File: config.mk
export PLATFORM = sky130hd
export DESIGN_NAME = spc_ctrl
export DESIGN_NICKNAME = d
export VERILOG_FILES = /design/src/hw/spc_pkg.sv /design/src/hw/spc_ctrl.sv
export SDC_FILE = /design/constraint.sdc
export NUM_CORES = 1
export LEC_CHECK = 0
export BUFFER_PORTS_ARGS = -buffer_cell sky130_fd_sc_hd__buf_2
export CORE_ASPECT_RATIO = 0.9
export CORE_UTILIZATION = 47
export CTS_CLUSTER_SIZE = 16
export DETAILED_ROUTE_END_ITERATION = 10
export PLACE_DENSITY = 0.75
export SETUP_SLACK_MARGIN = 0.3
export SYNTH_ARGS = -nofsm -noshare
export SYNTH_HDL_FRONTEND = slang
export SYNTH_SLANG_ARGS = --single-unit
File: constraint.sdc
create_clock -name ref_clk -period 2.25 [get_ports ref_clk]
set_clock_uncertainty 0.2 [all_clocks]
set_input_delay 0 -clock ref_clk [delete_from_list [all_inputs] [get_ports ref_clk]]
set_output_delay 0 -clock ref_clk [all_outputs]
set_load 0.05 [all_outputs]
File: src/hw/spc_pkg.sv
// constants and types for the self-programming controller
package spc_pkg;

  // ------------------------------------------------------------------
  // register map
  // ------------------------------------------------------------------
  localparam logic [7:0] CTRL_DATA_ADDR  = 8'h57;
  localparam logic [7:0] CTRL_IO_ADDR   = 8'h37;
  localparam logic [7:0] IO_DATA_OFFSET = 8'h20;
  localparam logic [7:0] CTRL_RESET     = 8'h00;

  localparam int BIT_IRQ_EN   = 7;
  localparam int BIT_BUSY     = 6;
  localparam int BIT_SIG_RD   = 5;
  localparam int BIT_REENABLE = 4;
  localparam int BIT_LOCK_SET = 3;
  localparam int BIT_PG_WRITE = 2;
  localparam int BIT_PG_ERASE = 1;
  localparam int BIT_STORE_EN = 0;

  // legal patterns of the low five control bits
  localparam logic [4:0] PAT_FILL     = 5'h01;
  localparam logic [4:0] PAT_ERASE    = 5'h03;
  localparam logic [4:0] PAT_WRITE    = 5'h05;
  localparam logic [4:0] PAT_LOCK     = 5'h09;
  localparam logic [4:0] PAT_REENABLE = 5'h11;

  // ------------------------------------------------------------------
  // lock byte and flash geometry
  // ------------------------------------------------------------------
  localparam logic [5:0] LOCK_RESET     = 6'h3F;
  localparam logic [1:0] LOCK_UNUSED    = 2'h3;
  localparam logic [7:0] FIRST_STALLING_SECTION_PG  = 8'hE0;
  localparam int         PAGE_MSB       = 14;
  localparam int         PAGE_LSB       = 7;
  localparam int         WORD_MSB       = 6;
  localparam int         WORD_LSB       = 1;

  // ------------------------------------------------------------------
  // timing
  // ------------------------------------------------------------------
  localparam logic [2:0] ARM_WINDOW     = 3'h4;
  localparam logic [2:0] LPM_LAST_CNT   = 3'h2;
  localparam int         PROG_CYCLES    = 320000;
  localparam int         PROG_MAX_CYC   = 340000;

  // ------------------------------------------------------------------
  // types
  // ------------------------------------------------------------------
  typedef enum logic [1:0] {
    SPC_IDLE  = 2'b00,
    SPC_ARMED = 2'b01,
    SPC_BUSY  = 2'b10
  } spc_state_e;

  typedef enum logic [1:0] {
    OP_NONE  = 2'b00,
    OP_ERASE = 2'b01,
    OP_WRITE = 2'b10,
    OP_LOCK  = 2'b11
  } spc_op_e;

  // operands of a store or load instruction
  typedef struct packed {
    logic [15:0] z_ptr;
    logic [15:0] data_pair;
  } spc_operand_s;

  // commands to flash array and page buffer
  typedef struct packed {
    logic        buf_wr;
    logic [5:0]  buf_word;
    logic [15:0] buf_data;
    logic        buf_discard;
    logic        erase_start;
    logic        write_start;
    logic [7:0]  page;
  } spc_flash_cmd_s;

  // protection from the memory lock bits
  typedef struct packed {
    logic prog_block;
    logic verify_block;
    logic fuse_lock;
    logic boot_lock_lock;
  } spc_protect_s;

endpackage : spc_pkg

File: src/hw/spc_ctrl.sv
// self-programming controller
`timescale 1ns/100ps

// What this block does
// RULE1: software reaches register at 0x57 only, not at 0x37
// RULE2: ready interrupt while enabled, global, store clear
// RULE3: concurrent-section erase/write sets busy, blocks reads
// RULE4: busy clears on re-enable or buffer load
// RULE5: signature arm: load reads signature, store inert
// RULE6: re-enable store reopens section, not while busy
// RULE7: re-enable during buffer load discards the buffer
// RULE8: lock-set store programs locks from low register
// RULE9: lock-set bit clears on completion or timeout
// RULE10: armed lock-set load returns lock or fuse
// RULE11: page-write store writes buffer to pointer page
// RULE12: page-write bit clears on completion or timeout
// RULE13: stall core during stalling-section erase/write
// RULE14: page-erase store erases page, bit auto-clears
// RULE15: store-enable alone fills buffer word from pair
// RULE16: four-cycle window; held high during erase/write
// RULE17: ignore illegal low five bit patterns
// RULE18: six lock bits only go toward zero, except chip erase sets all six back to one
// RULE19: lock byte layout, unused bits read one
// RULE20: lower lock bit blocks programming and fuses
// RULE21: both lock bits block verify and boot locks
// RULE22: page from pointer 14:7, word from 6:1
// RULE23: each operation takes the programming time
// RULE24: down-counter from write clears armed bits
module spc_ctrl #(
  parameter int PROG_CYCLES = spc_pkg::PROG_CYCLES
) (
  input  wire logic                   ref_clk,
  input  wire logic                   rst,
  input  wire logic                   reg_wr,
  input  wire logic                   reg_rd,
  input  wire logic [7:0]             reg_addr,
  input  wire logic [7:0]             reg_wdata,
  output logic      [7:0]             reg_rdata,
  input  wire logic                   global_irq_flag,
  input  wire logic                   store_exec,
  input  wire logic                   load_exec,
  input  wire spc_pkg::spc_operand_s  operand,
  input  wire logic [7:0]             signature_byte,
  input  wire logic [7:0]             fuse_byte,
  input  wire logic                   chip_erase,
  output logic                        load_override,
  output logic      [7:0]             load_data,
  output logic                        ready_irq,
  output logic                        core_stall,
  output logic                        section_read_block,
  output spc_pkg::spc_flash_cmd_s     flash_cmd,
  output logic      [7:0]             memory_lock_byte,
  output spc_pkg::spc_protect_s       protect
);

  // ------------------------------------------------------------------
  // state
  // ------------------------------------------------------------------
  spc_pkg::spc_state_e state;
  spc_pkg::spc_op_e    op;
  logic                program_ready_irq_enable;
  logic                section_busy_flag;
  logic [5:0]          cmd_bits;
  logic [2:0]          arm_cnt;
  logic [31:0]         prog_cnt;
  logic                buf_loaded;
  logic [5:0]          lock_bits;
  logic [7:0]          lock_pending;
  logic                op_concurrent;

  logic                ctrl_sel;
  logic                ctrl_wr;
  logic [4:0]          low5;
  logic                legal_pat;
  logic                sig_pat;
  logic                armed;
  logic                store_hit;
  logic                load_hit;
  logic                prog_done;
  logic [7:0]          z_page;
  logic                z_concurrent;
  logic [7:0]          ctrl_value;

  // ------------------------------------------------------------------
  // decode
  // ------------------------------------------------------------------
  always_comb begin
    ctrl_sel = 1'b0;
    if (reg_addr == spc_pkg::CTRL_DATA_ADDR) begin // RULE1
      ctrl_sel = 1'b1;
    end else if (reg_addr == spc_pkg::CTRL_IO_ADDR - spc_pkg::IO_DATA_OFFSET) begin
      ctrl_sel = 1'b0;
    end
  end

  assign ctrl_wr      = reg_wr && ctrl_sel;
  assign low5         = reg_wdata[4:0];
  assign legal_pat    = (low5 == spc_pkg::PAT_FILL) || (low5 == spc_pkg::PAT_ERASE) ||
                        (low5 == spc_pkg::PAT_WRITE) || (low5 == spc_pkg::PAT_LOCK) ||
                        (low5 == spc_pkg::PAT_REENABLE); // RULE17
  assign sig_pat      = reg_wdata[spc_pkg::BIT_SIG_RD] && (low5 == spc_pkg::PAT_FILL);
  assign armed        = (state == spc_pkg::SPC_ARMED);
  assign store_hit    = armed && store_exec;
  assign load_hit     = armed && load_exec && (arm_cnt >= spc_pkg::LPM_LAST_CNT);
  assign prog_done    = (state == spc_pkg::SPC_BUSY) && (prog_cnt == 32'h0000_0001);
  assign z_page       = operand.z_ptr[spc_pkg::PAGE_MSB:spc_pkg::PAGE_LSB]; // RULE22
  assign z_concurrent = (z_page < spc_pkg::FIRST_STALLING_SECTION_PG);
  assign ctrl_value   = {program_ready_irq_enable, section_busy_flag, cmd_bits};

  // ------------------------------------------------------------------
  // interrupt enable, written on any control write
  // ------------------------------------------------------------------
  always_ff @(posedge ref_clk) begin
    if (rst) begin
      program_ready_irq_enable <= 1'b0;
    end else if (ctrl_wr) begin
      program_ready_irq_enable <= reg_wdata[spc_pkg::BIT_IRQ_EN];
    end
  end

  // ------------------------------------------------------------------
  // sequencer: arming window, command bits, programming timer
  // ------------------------------------------------------------------
  always_ff @(posedge ref_clk) begin
    if (rst) begin
      state    <= spc_pkg::SPC_IDLE;
      op       <= spc_pkg::OP_NONE;
      cmd_bits <= 6'h00;
      arm_cnt  <= 3'h0;
      prog_cnt <= 32'h0000_0000;
    end else begin
      case (state)
        spc_pkg::SPC_IDLE: begin
          // writes while armed or busy never arm
          if (ctrl_wr && (legal_pat || sig_pat)) begin
            cmd_bits <= reg_wdata[5:0];
            arm_cnt  <= spc_pkg::ARM_WINDOW; // RULE24
            state    <= spc_pkg::SPC_ARMED;
          end
        end
        spc_pkg::SPC_ARMED: begin
          if (store_hit) begin
            arm_cnt <= 3'h0;
            if (cmd_bits[spc_pkg::BIT_PG_ERASE] || cmd_bits[spc_pkg::BIT_PG_WRITE] ||
                cmd_bits[spc_pkg::BIT_LOCK_SET]) begin
              // op bits stay up until completion
              prog_cnt <= 32'(PROG_CYCLES); // RULE23
              state    <= spc_pkg::SPC_BUSY; // RULE16
              if (cmd_bits[spc_pkg::BIT_PG_ERASE]) begin
                op <= spc_pkg::OP_ERASE; // RULE14
              end else if (cmd_bits[spc_pkg::BIT_PG_WRITE]) begin
                op <= spc_pkg::OP_WRITE; // RULE11
              end else begin
                op <= spc_pkg::OP_LOCK; // RULE8
              end
            end else begin
              // other commands end with the store
              cmd_bits <= 6'h00; // RULE16
              state    <= spc_pkg::SPC_IDLE;
            end
          end else if (arm_cnt == 3'h1) begin
            cmd_bits <= 6'h00; // RULE9 RULE12 RULE14 RULE24
            arm_cnt  <= 3'h0;
            state    <= spc_pkg::SPC_IDLE;
          end else begin
            arm_cnt <= arm_cnt - 3'h1;
          end
        end
        spc_pkg::SPC_BUSY: begin
          prog_cnt <= prog_cnt - 32'h0000_0001;
          if (prog_done) begin
            cmd_bits <= 6'h00; // RULE9 RULE12 RULE14 RULE16
            op       <= spc_pkg::OP_NONE;
            state    <= spc_pkg::SPC_IDLE;
          end
        end
        default: begin
          state <= spc_pkg::SPC_IDLE;
        end
      endcase
    end
  end

  // ------------------------------------------------------------------
  // concurrent-section busy flag and page-buffer bookkeeping
  // ------------------------------------------------------------------
  always_ff @(posedge ref_clk) begin
    if (rst) begin
      section_busy_flag <= 1'b0;
      op_concurrent     <= 1'b0;
    end else if (store_hit &&
                 (cmd_bits[spc_pkg::BIT_PG_ERASE] || cmd_bits[spc_pkg::BIT_PG_WRITE])) begin
      op_concurrent <= z_concurrent;
      if (z_concurrent) begin
        section_busy_flag <= 1'b1; // RULE3
      end
    end else if (store_hit && (cmd_bits[4:0] == spc_pkg::PAT_FILL) &&
                 !cmd_bits[spc_pkg::BIT_SIG_RD]) begin
      section_busy_flag <= 1'b0; // RULE4
    end else if (store_hit && cmd_bits[spc_pkg::BIT_REENABLE]) begin
      // armed only when idle, so never mid-operation
      section_busy_flag <= 1'b0; // RULE4 RULE6
    end
  end

  always_ff @(posedge ref_clk) begin
    if (rst) begin
      buf_loaded <= 1'b0;
    end else if (store_hit && (cmd_bits[4:0] == spc_pkg::PAT_FILL) &&
                 !cmd_bits[spc_pkg::BIT_SIG_RD]) begin
      buf_loaded <= 1'b1;
    end else if ((ctrl_wr && reg_wdata[spc_pkg::BIT_REENABLE]) ||
                 (store_hit && cmd_bits[spc_pkg::BIT_PG_WRITE])) begin
      buf_loaded <= 1'b0; // RULE7
    end
  end

  // ------------------------------------------------------------------
  // flash commands
  // ------------------------------------------------------------------
  always_ff @(posedge ref_clk) begin
    if (rst) begin
      flash_cmd <= '0;
    end else begin
      flash_cmd.buf_wr      <= 1'b0;
      flash_cmd.buf_discard <= 1'b0;
      flash_cmd.erase_start <= 1'b0;
      flash_cmd.write_start <= 1'b0;
      if (ctrl_wr && reg_wdata[spc_pkg::BIT_REENABLE] && buf_loaded) begin
        // aborts a fill even if the pattern is refused
        flash_cmd.buf_discard <= 1'b1; // RULE7
      end
      if (store_hit && (cmd_bits[4:0] == spc_pkg::PAT_FILL) &&
          !cmd_bits[spc_pkg::BIT_SIG_RD]) begin
        flash_cmd.buf_wr   <= 1'b1; // RULE15
        flash_cmd.buf_word <= operand.z_ptr[spc_pkg::WORD_MSB:spc_pkg::WORD_LSB]; // RULE22
        flash_cmd.buf_data <= operand.data_pair; // RULE15
      end
      if (store_hit && cmd_bits[spc_pkg::BIT_PG_ERASE]) begin
        flash_cmd.erase_start <= 1'b1; // RULE14
        flash_cmd.page        <= z_page; // RULE22
      end
      if (store_hit && cmd_bits[spc_pkg::BIT_PG_WRITE]) begin
        flash_cmd.write_start <= 1'b1; // RULE11
        flash_cmd.page        <= z_page; // RULE22
      end
    end
  end

  // ------------------------------------------------------------------
  // lock bits: captured at the store, committed at completion
  // ------------------------------------------------------------------
  always_ff @(posedge ref_clk) begin
    if (rst) begin
      lock_pending <= 8'hFF;
    end else if (store_hit && cmd_bits[spc_pkg::BIT_LOCK_SET]) begin
      lock_pending <= operand.data_pair[7:0]; // RULE8
    end
  end

  always_ff @(posedge ref_clk) begin
    if (rst) begin
      lock_bits <= spc_pkg::LOCK_RESET;
    end else if (chip_erase) begin
      lock_bits <= spc_pkg::LOCK_RESET; // RULE18
    end else if (prog_done && (op == spc_pkg::OP_LOCK)) begin
      lock_bits <= lock_bits & lock_pending[5:0]; // RULE18
    end
  end

  always_ff @(posedge ref_clk) begin
    if (rst) begin
      memory_lock_byte <= {spc_pkg::LOCK_UNUSED, spc_pkg::LOCK_RESET};
      protect          <= '0;
    end else begin
      memory_lock_byte       <= {spc_pkg::LOCK_UNUSED, lock_bits}; // RULE19
      // bit 0 programmed alone is mode 2; both programmed is mode 3
      protect.prog_block     <= !lock_bits[0] || !lock_bits[1]; // RULE20 RULE21
      protect.fuse_lock      <= !lock_bits[0] || !lock_bits[1]; // RULE20 RULE21
      protect.verify_block   <= !lock_bits[0] && !lock_bits[1]; // RULE21
      protect.boot_lock_lock <= !lock_bits[0] && !lock_bits[1]; // RULE21
    end
  end

  // ------------------------------------------------------------------
  // program-memory loads redirected by an armed command
  // ------------------------------------------------------------------
  always_ff @(posedge ref_clk) begin
    if (rst) begin
      load_override <= 1'b0;
      load_data     <= 8'h00;
    end else begin
      load_override <= 1'b0;
      if (load_hit && cmd_bits[spc_pkg::BIT_SIG_RD]) begin
        load_override <= 1'b1;
        load_data     <= signature_byte; // RULE5
      end else if (load_hit && cmd_bits[spc_pkg::BIT_LOCK_SET]) begin
        load_override <= 1'b1;
        load_data     <= operand.z_ptr[0] ? fuse_byte :
                         {spc_pkg::LOCK_UNUSED, lock_bits}; // RULE10
      end
    end
  end

  // ------------------------------------------------------------------
  // core-facing status
  // ------------------------------------------------------------------
  always_ff @(posedge ref_clk) begin
    if (rst) begin
      ready_irq          <= 1'b0;
      core_stall         <= 1'b0;
      section_read_block <= 1'b0;
    end else begin
      ready_irq <= program_ready_irq_enable && global_irq_flag &&
                   !cmd_bits[spc_pkg::BIT_STORE_EN]; // RULE2
      // stall drops at the same edge as completion
      core_stall <= (state == spc_pkg::SPC_BUSY) && !prog_done &&
                    ((op == spc_pkg::OP_ERASE) || (op == spc_pkg::OP_WRITE)) &&
                    !op_concurrent; // RULE13
      section_read_block <= section_busy_flag; // RULE3
    end
  end

  // ------------------------------------------------------------------
  // register read port
  // ------------------------------------------------------------------
  always_ff @(posedge ref_clk) begin
    if (rst) begin
      reg_rdata <= spc_pkg::CTRL_RESET;
    end else if (reg_rd && ctrl_sel) begin
      reg_rdata <= ctrl_value;
    end else if (reg_rd) begin
      reg_rdata <= 8'h00;
    end
  end

endmodule : spc_ctrl

* Yosys cells after proc, flatten, opt, wreduce, memory -nomap -nowiden
Index checks and enable logic that the tools add are counted.
W data, S select, Z words.
** Word-level totals
- Register bits after elaboration :: 125
- Bits in latches :: 0
- Memory bits (writable) :: 0
- Bits in read-only memories :: 0
- Memories kept :: 0
** Cells by class
- Add/subtract/negate cells :: 2
- $mul :: 0
- Divide/modulo/power cells :: 0
- Magnitude comparators :: 2
- Equal/unequal tests :: 21
- Shift operators :: 0
- Muxes and demuxes :: 43
- Bitwise operators :: 1
- Reduce and logical (&&, ||, !) cells :: 58
** Operators by type and width (number)
- $mux W32 :: 2
- $pmux W32 S2 :: 1
- $mux W8 :: 6
- $eq A32 B1 Y1 const B :: 1
- $sub A32 B1 Y32 const B :: 1
- $mux W6 :: 5
- $logic_and A1 B1 Y1 :: 26
- $mux W23 :: 1
- $pmux W6 S3 :: 1
- $mux W2 :: 8
- $mux W1 :: 12
- $reduce_bool A2 Y1 :: 6
- $eq A5 B1 Y1 const B :: 2
- $logic_or A1 B1 Y1 :: 10
- $mux W3 :: 3
- $mux W9 :: 1
- $eq A8 B7 Y1 const B :: 1
- $lt A8 B8 Y1 const B :: 1
- $and A6 B6 Y6 :: 1
- $eq A2 B2 Y1 const B :: 3
- $logic_not A1 Y1 :: 6
- $ne A2 B2 Y1 const B :: 3
- $pmux W2 S3 :: 1
- $pmux W3 S2 :: 1
- 19 further kinds :: 24

* Longest topological paths before layout
Gate-level depths: netlist of run 1.
- Depth in word-level cells :: 9
- Mapped depth :: 9

* Least setup slack after synthesis of run 1
Ideal clock, no wire load.
- Path type :: flip-flop to flip-flop
- Start :: register state[0]
- End :: register prog_cnt[22]
- Library setup time :: 71 ps
- Arrival :: 2190 ps
- Data required time :: 1979 ps
- Setup slack :: -211 ps
- Cell stages (with the launch flop) :: 8
- Buffers on the path :: 0
- Period minus slack after synthesis :: 2461 ps
- Cells stage by stage :: dfxtp_1 -> inv_1 -> ha_1 -> clkinv_1 -> a211oi_2 -> nand4_4 -> or4_1 -> a21oi_1
** Between the ends
- Cells in the longest elaborated chain, start to end :: 4
- Elaborated cells on any way between the ends :: 8
- Classes of those cells :: eq/ne: 4; mux: 1; reduce/logical: 3
** Ends and longest elaborated chain
- start, declared :: RTL line spc_ctrl.sv:59 : spc_pkg::spc_state_e state;
- start signal, assigned :: RTL line spc_ctrl.sv:126 : state <= spc_pkg::SPC_IDLE;
- start signal, assigned :: RTL line spc_ctrl.sv:138 : state <= spc_pkg::SPC_ARMED;
- start signal, assigned :: RTL line spc_ctrl.sv:148 : state <= spc_pkg::SPC_BUSY;
- $eq A2 B1 Y1 :: RTL line spc_ctrl.sv:102, spc_ctrl.sv:132
- $logic_and A1 B1 Y1 :: RTL line spc_ctrl.sv:103 : assign store_hit = armed && store_exec;
- $ne A2 B1 Y1 (no line)
- $reduce_and A3 Y1 (no line)
- end signal, assigned :: RTL line spc_ctrl.sv:147 : prog_cnt <= 32'(PROG_CYCLES);
- end signal, assigned :: RTL line spc_ctrl.sv:170 : prog_cnt <= prog_cnt - 32'h0000_0001;
- end, declared :: RTL line spc_ctrl.sv:65 : logic [31:0] prog_cnt;
Parallel ways exist; a longest one is shown, timed or not.
A chain may end at the register's enable or synchronous reset.

* Worst setup path after layout of run 1
- Start :: register state[0]
- End :: register prog_cnt[18]
Same word-level chain as after synthesis.

==> results, run 1 <==
- The relative max-transition margin is 0.578.
- The internal power component is 5.25 mW.
- The final reports fail on setup timing.
- During I/O placement, the number of pins put on the boundary was 138.
- Data on the critical path is required at its endpoint by 2.32 ns.
- Of the total power, the share spent switching nets is 0.326.
- The portion of synthesized cell area occupied by the leading cell type is 0.477.
- The detailed router used layers up to and including met5.
- The leading cell type by number of instances after synthesis is dfxtp_1.
- The number of nets at the end of the flow is 964.
- After detailed routing, the wire length on met1 is 9.07 mm.
- The combinational share of power is 0.306.
- The post-detailed-route count of antenna-violating nets is 0.
- In the routed design, unresolved DRC markers number 0.
- The switching power is 2.54 mW.
- The post-synthesis average cell area is 8.65 um2.
- The routed design has 27.0 mm of wire.
- The kind of launch point of the worst setup path is a flop.
- Across all layers, the routed design uses 6595 vias.
- The detailed router finished its first iteration with 681 violations.
- In this run the standard cell core region covers 0.0105 mm2.
- Once placement finished, the instance area stood at 0.00631 mm2.
- Summed over all nets, wire length on met2 after detailed routing comes to 12.6 mm.
- By area, the combinational part of the netlist is dominated by simple AND/OR/NAND/NOR gates.
- The final period utilization is 1.18.
- The cell count of the worst hold path is 4.
- The estimated wirelength of the detail-placed design is 9.32 mm.
- The number of cells traversed by the worst register-to-register path is 10.
- The post-synthesis async set-or-reset flop share is 0.
- Counting the buffers created by CTS gives 17.
- The count of non-filler cells in the finished layout is 1027.
- The number of endpoints with negative hold slack in the final report is 0.
- The adder-cell share of the synthesized area is 0.0218.
- The critical path goes through inv_4 > ha_4 > clkinv_4 > buf_12 > a211oi_4 > buf_6 > buf_4 > nand3_4 > or3_1 > a31oi_1.
- The initial antenna violation count came to 2.
- The critical path's largest stage delay is 0.49 ns.
- The largest net degree at the start of global routing is 34.
- Ranked by total cell area, the synthesized netlist is headed by dfxtp_1 48%, nand2_1 7.6%, a21oi_1 7.0%.
- The endpoint kind of the worst setup timing path is a flop.
- Setup repair after global routing could not meet its margin everywhere.
- The simple logic cell fraction of the synthesized area is 0.252.
- The area of the die is 0.0114 mm2.
- The first-pass iteration count of the detailed router is 5.
- The met3 routed wirelength is 2.73 mm.
- For the pin with the worst max-slew slack, the measured transition is 0.630 ns.
- The floorplan has 35 rows.
- In the global route stage, overall resource usage came out at 0.338.
- The compound-cell area share of the yosys netlist is 0.151.
- The final worst setup slack is -0.409 ns.
- The run finished, with violations left.
- The via count of the first global-routing pass came to 5877.
- The congestion estimate from routability-driven global placement came to 0.865.
- TritonCTS built the clock tree.
- The startpoint identified for the worst hold timing path is store_exec.
- The insertion delay of the later-clocked pin in the worst-skew pair is 0.45 ns.
- The total placed cells including tap cells is 869.
- The number of max-slew violations in the final report is 0.
- The power density over the cells is 840 mW/mm2.
- The cell sitting at the root of the clock tree is a clkbuf_16.
- The number of vias per cell is 6.42.
- The first global-routing pass estimated 29.3 mm of wire.
- The finished cells cover 0.00928 mm2.
- The commonest register cell after synthesis is dfxtp_1.
- In this run the worst hold path is classified as in2reg.
- Clock-pin slew was measured on the worst setup and hold paths at 0.06 ns.
- The number of buffers and inverters on the critical path is 5.
- The share of total power dissipated in the clock network is 0.383.
- The worst endpoint data arrival time is 2.73 ns.
- The H-tree was split into 4 levels.
- From synthesis to final layout, the design area changed by 79.6%.
- Of the total synthesized cell area, the portion taken by XOR and XNOR cells is 0.0271.
- Of the cells placed in the final design, the portion with a size suffix greater than 1 is 0.497.
- For this design, the slowest cell found on the critical path is a31oi_1.
- In the synthesized netlist, the number of instances is 597.
- Summing every instance area after synthesis gives 0.00516 mm2.
- The commonest cells after synthesis are 123 x dfxtp_1, 104 x nand2_1, 72 x a21oi_1, 55 x nor2_1, 26 x clkbuf_1.
- The worst setup path is of the reg2reg kind.
- The sum of overflow across all layers after global routing is 0.
- The total power is 7.79 mW.
- The number of buffers inserted by port buffering is 133.
- Of all nets on the critical path, the largest fanout is 6.
- The synthesized design contains 0 enable-type register cells.
- In this run the deepest clock path goes through 2 buffers.
- The startpoint of the worst setup timing path is state[0]$_SDFFE_PP0P_.
- The clock sink total is 123.
- Fill cells in the final layout number 408.
- Yosys printed 0 warnings.
- The analysis attributes to cell leakage a power of 3.79 nW.
- The worst slack at placement is -0.0292 ns.
- Across the run, the number of max-cap violations was 0.
- The worst flop-to-flop path startpoint is state[0]$_SDFFE_PP0P_.
- VDD sags by at most 830 uV.
- Synthesis inferred 123 register bits.
- The total setup violations reported at the end of the flow is 53.
- The height of the die is 101 um.
- After detailed routing, the average wire length per cell comes to 26.3 um.
- The routed design could run at a clock period as short as 2.66 ns.
- After routing, the total negative slack on setup checks comes to -3.47 ns.
- Broken down by cell family, the worst path's largest delay share belongs to compound AO/OA/AOI/OAI gates.
- The maximum clock rate is 0.376 GHz.
- The sequential cell area fraction in the yosys report is 0.477.
- The horizontal die dimension is 113 um.
- In this run the number of cells on the critical path is 10.
- The count of unique library cells instantiated by Yosys is 58.
- The initial utilization of the core area, before any placement, comes to 0.493.
- The power share of the sequential group is 0.311.
- Of all cell types, the one taking the most synthesized area is dfxtp_1.
- The multiplexer share of the synthesized area is 0.0313.
worst register-to-register path, delay by kind of cell (launching register included):
kind | cells | cell delay, ns
simple gates | 2 | 0.46
buf+inv | 5 | 0.52
fa+ha+maj | 1 | 0.28
compound gates | 2 | 0.65
flops | 1 | 0.39
power by group through the flow:
stage | clock network, mW | registers [mW] | logic (mW)
floorplan | 0 | 2.42 | 0.877
global placement | 0 | 2.42 | 1.29
detailed placement | 0 | 2.43 | 1.34
CTS | 2.86 | 2.38 | 1.81
global route | 3.05 | 2.42 | 2.43
finish | 2.99 | 2.42 | 2.38
layout make-up:
class	count	area, um2	area share
multi-input cells	426	3400	0.367
repair buffers	300	2530	0.273
flip-flops and latches	123	2480	0.267
clock buffers	21	480	0.0518
well taps	129	161	0.0174
clock inverters	11	141	0.0152
inverters	15	70.1	0.00755
diodes	2	5.00	0.000540
stage by stage:
step | utilization | hold WS [ns]
global placement | 0.603 | 0.0332
detailed placement | 0.603 | 0.0386
floorplan | - | -0.0760
finish | 0.886 | 0.0493
CTS | 0.803 | 0.00132
global route | 0.886 | 0.0600
flip-flops by register name, indices dropped and copies added, names as in the netlist, 3 cells and up:
register,cells
load_data,8
arm_cnt,3
prog_cnt,32
flash_cmd,34
cmd_bits,6
reg_rdata,8
lock_bits,6
lock_pending,6
memory_lock_byte,6
repair_timing:
action / in CTS / in global routing
resized for setup: 101 / 157
setup buffers: 32 / 17
hold endpoints to repair: 76 / 0
cloned: 7 / 5
setup endpoints to repair: 69 / 89
pin swaps: 54 / 37
hold buffers: 63 / 0
cells by family after synthesis:
family	after synthesis
xor+xnor	16
fa+ha+maj	9
buf+inv	49
other cells	1
mux	16
flops	123
simple gates	258
compound gates	125
cell usage in the layout, fill, tap and decap left out, drive strengths merged, types with 4 or more instances in the layout:
cell type      n
buf          234
dfxtp        123
nand2        104
a21oi         74
dlygate4sd3   63
nor2          56
clkbuf        24
nand3         20
mux2i         15
o31ai         14
inv           13
or4           13
xor2          13
or3           13
o21ai         12
nor2b         11
a211oi         9
ha             9
or2            8
clkinv         6
nor3           5
nand4          5
clkinvlp       4
nand3b         4
path summary, 6_finish.rpt:
kind | slack [ns] | end
setup / recovery | -0.41 | prog_cnt[18]$_SDFFE_PP0P_
hold reg to reg | 0.28 | core_stall$_SDFF_PP0_
hold / removal | 0.05 | lock_pending[2]$_SDFFE_PP1P_
setup reg to reg | -0.41 | prog_cnt[18]$_SDFFE_PP0P_
metal layers:
layer,up-vias,track usage
met4,2,0.224
met3,255,0.0700
li1,2635,-
met1,3082,0.369
met5,-,0
met2,621,0.605
No activity file was read; power rests on OpenSTA's default activity.
==> run 2, diff against run 1 <==
- BUFFER_PORTS_ARGS: -buffer_cell sky130_fd_sc_hd__buf_2 -> -buffer_cell sky130_fd_sc_hd__buf_4
- CTS_CLUSTER_DIAMETER: not set -> 100
- PLACE_DENSITY: 0.75 -> 0.78
==> results, run 2 (synthesized netlist as in run 1, its figures left out) <==
- The estimated wirelength of the detail-placed design is 9.83 mm (was 9.32 mm).
- The number of vias per cell is 6.77 (was 6.42).
- Status: finished, violations left (unchanged).
- The area inside the core boundary is 0.0105 mm2 (unchanged).
- The number of DRC markers after the initial detailed-route iteration is 981 (was 681).
- The largest register by flop count is flash_cmd (unchanged).
- The first-pass GRT wire length is 33.2 mm (was 29.3 mm).
- The kind of launch point of the worst setup path is a flop (unchanged).
- The leakage power of the design is 3.93 nW (was 3.79 nW).
- The post-detailed-route count of antenna-violating nets is 0 (unchanged).
- The largest net degree at the start of global routing was 41 (was 34).
- The final worst setup slack is -0.760 ns (was -0.409 ns).
- The endpoint kind of the worst setup timing path is a flop (unchanged).
- The area of the die is 0.0114 mm2 (unchanged).
- The standard cell area after detailed placement came to 0.00662 mm2 (was 0.00631 mm2).
- The height of the die is 101 um (unchanged).
- The maximum clock rate came to 0.332 GHz (was 0.376 GHz).
- The total placed cells including tap cells came to 865 (was 869).
- The total power is 7.75 mW (was 7.79 mW).
- The power density over the cells is 808 mW/mm2 (was 840 mW/mm2).
- The total setup violations reported at the end of the flow is 37 (was 53).
- The layout cell share with drive strength beyond 1 was 0.494 (was 0.497).
- The flip-flop count of the largest register after layout was 34 (unchanged).
- Commonest non-fill, non-tap cells in the layout: 186 x buf_4, 114 x dfxtp_1, 66 x dlygate4sd3_1 (was 132 x buf_2, 115 x dfxtp_1, 75 x nand2_1).
- The number of cells traversed by the worst register-to-register path was 8 (was 10).
- The via count is 6996 (was 6595).
- The horizontal die dimension is 113 um (unchanged).
- The sum of negative setup slack is -5.57 ns (was -3.47 ns).
- The final period utilization is 1.34 (was 1.18).
- Setup repair after global routing missed its margin: yes (unchanged).
- The actual slew at the worst max-slew pin is 0.835 ns (was 0.630 ns).
- The H-tree depth is 4 (unchanged).
- The master cell of the clock root buffer is clkbuf_16 (unchanged).
- The sum of overflow across all layers after global routing is 0 (unchanged).
- The relative max-transition margin is 0.443 (was 0.578).
- The clock sink total is 123 (unchanged).
- The final core area utilization is 0.917 (was 0.886).
- The worst flop-to-flop path startpoint is state[1]$_SDFFE_PP0P_ (was state[0]$_SDFFE_PP0P_).
- The largest fanout of any net on the critical path is 8 (was 6).
- The type of the setup path with the least slack is reg2reg (unchanged).
- The standard-cell row count is 35 (unchanged).
- The summed area of non-filler cells in the final layout is 0.00960 mm2 (was 0.00928 mm2).
- The maximum VDD drop was 923 uV (was 830 uV).
- The setup slack on the worst flop-to-flop path is -0.76 ns (was -0.41 ns).
- The total CTS buffers is 17 (unchanged).
- The count of non-filler cells in the finished layout is 1034 (was 1027).
- The time the worst path needs with I/O delays and setup is 3.01 ns (was 2.66 ns).
- The weighted congestion reported at the end of routability-driven placement came to 0.826 (was 0.865).
- The data required time of the worst path was 2.30 ns (was 2.32 ns).
- The overall routed net length came to 29.6 mm (was 27.0 mm).
- The global router's overall resource usage is 0.384 (was 0.338).
- The first-pass iteration count of the detailed router is 9 (was 5).
- The worst slack at placement was -0.0927 ns (was -0.0292 ns).
- The cell count of the worst hold path is 6 (was 4).
- Leading registers by flop count: flash_cmd (34), prog_cnt (32) (unchanged).
- The via count of the first global-routing pass is 6344 (was 5877).
- The commonest non-fill, non-tap cell in the layout is buf_4 (was buf_2).
- The number of endpoints with negative hold slack in the final report is 0 (unchanged).
- The layout overhead on the synthesized area is 85.8% (was 79.6%).
- The number of DRC violations after detailed routing came to 0 (unchanged).
- The number of max-slew violations in the final report is 0 (unchanged).
- The number of buffers inserted by port buffering is 133 (unchanged).
- The number of nets at the end of the flow is 973 (was 964).
- The clock tree from TritonCTS is yes (unchanged).
- The I/O pin count is 138 (unchanged).
- The class of the tightest hold or removal check is in2reg (unchanged).
- The starting utilization of the core area was 0.493 (unchanged).
- Violated checks: setup timing (unchanged).
- The origin of the worst min-delay path was reg_addr[3] (was store_exec).
- The insertion delay of the later-clocked pin in the worst-skew pair is 0.43 ns (was 0.45 ns).
- The maximum root-to-sink buffer count is 2 (unchanged).
- The reported max-cap violation count came to 0 (unchanged).
- The worst endpoint data arrival time came to 3.06 ns (was 2.73 ns).
- The worst hold margin is 0.0649 ns (was 0.0493 ns).
- The wire length per cell is 28.6 um (was 26.3 um).
- The initial antenna violation count is 2 (unchanged).
- The clock-pin slew reported for the worst setup and hold paths after clock tree synthesis came to 0.06 ns (about the same).
- The startpoint of the worst setup timing path is state[1]$_SDFFE_PP0P_ (was state[0]$_SDFFE_PP0P_).
[run 2: changes by cell type in the layout (fill, tap and decap cells not counted), sizes merged]
cell,before,now
buf,234,241
bufbuf,0,1
bufinv,3,2
clkbuf,24,26
clkinv,6,4
clkinvlp,4,2
diode,2,1
dlygate4sd3,63,66
[run 2: layout make-up]
type | count | area (um2)
inverter | 15 | 72.6
fill | 306 | 870
clock buffer | 25 | 495
clock inverter | 6 | 86.3
tap | 129 | 161
antenna | 1 | 2.50
multi-input combinational | 426 | 3390
timing repair buffer | 309 | 2900
sequential | 123 | 2480
[run 2: path summary, 6_finish.rpt]
check,to
setup / recovery,prog_cnt[27]$_SDFFE_PP0P_
hold / removal,buf_loaded$_SDFFE_PP0P_
setup reg to reg,prog_cnt[27]$_SDFFE_PP0P_
hold reg to reg,flash_cmd[1]$_SDFFE_PP0P_
[run 2: worst max-delay path, stage by stage (launching register included)]
cell       delay, ns
dfxtp_4         0.39
inv_4           0.06
ha_4            0.28
clkinv_4        0.07
a2111oi_4       0.32
buf_4           0.21
nand4_4         0.19
or3_4           0.41
a21oi_1         0.69
[run 2: metal layers]
metal  track usage  part of all wire  up-vias
met5             0                 0        -
met4         0.290              0.12        0
met3        0.0838              0.12      331
met2         0.676              0.43      799
met1         0.413              0.33     3204
li1              -                 -     2662
[run 2: timing repair]
action / 4_1_cts / 5_1_grt
gates resized for setup: 115 / 142
endpoints found under the setup margin: 70 / 101
pin swaps: 42 / 53
hold endpoints to repair: 82 / 0
setup buffers: 32 / 29
hold buffers: 66 / 0
gates cloned: 7 / 3
[run 2: power breakdown]
group / switching (mW) / leakage, nW / internal (mW)
Combinational: 1.29 / 2.65 / 1.18
Sequential: 0.157 / 0.998 / 2.29
Clock: 1.09 / 0.283 / 1.74
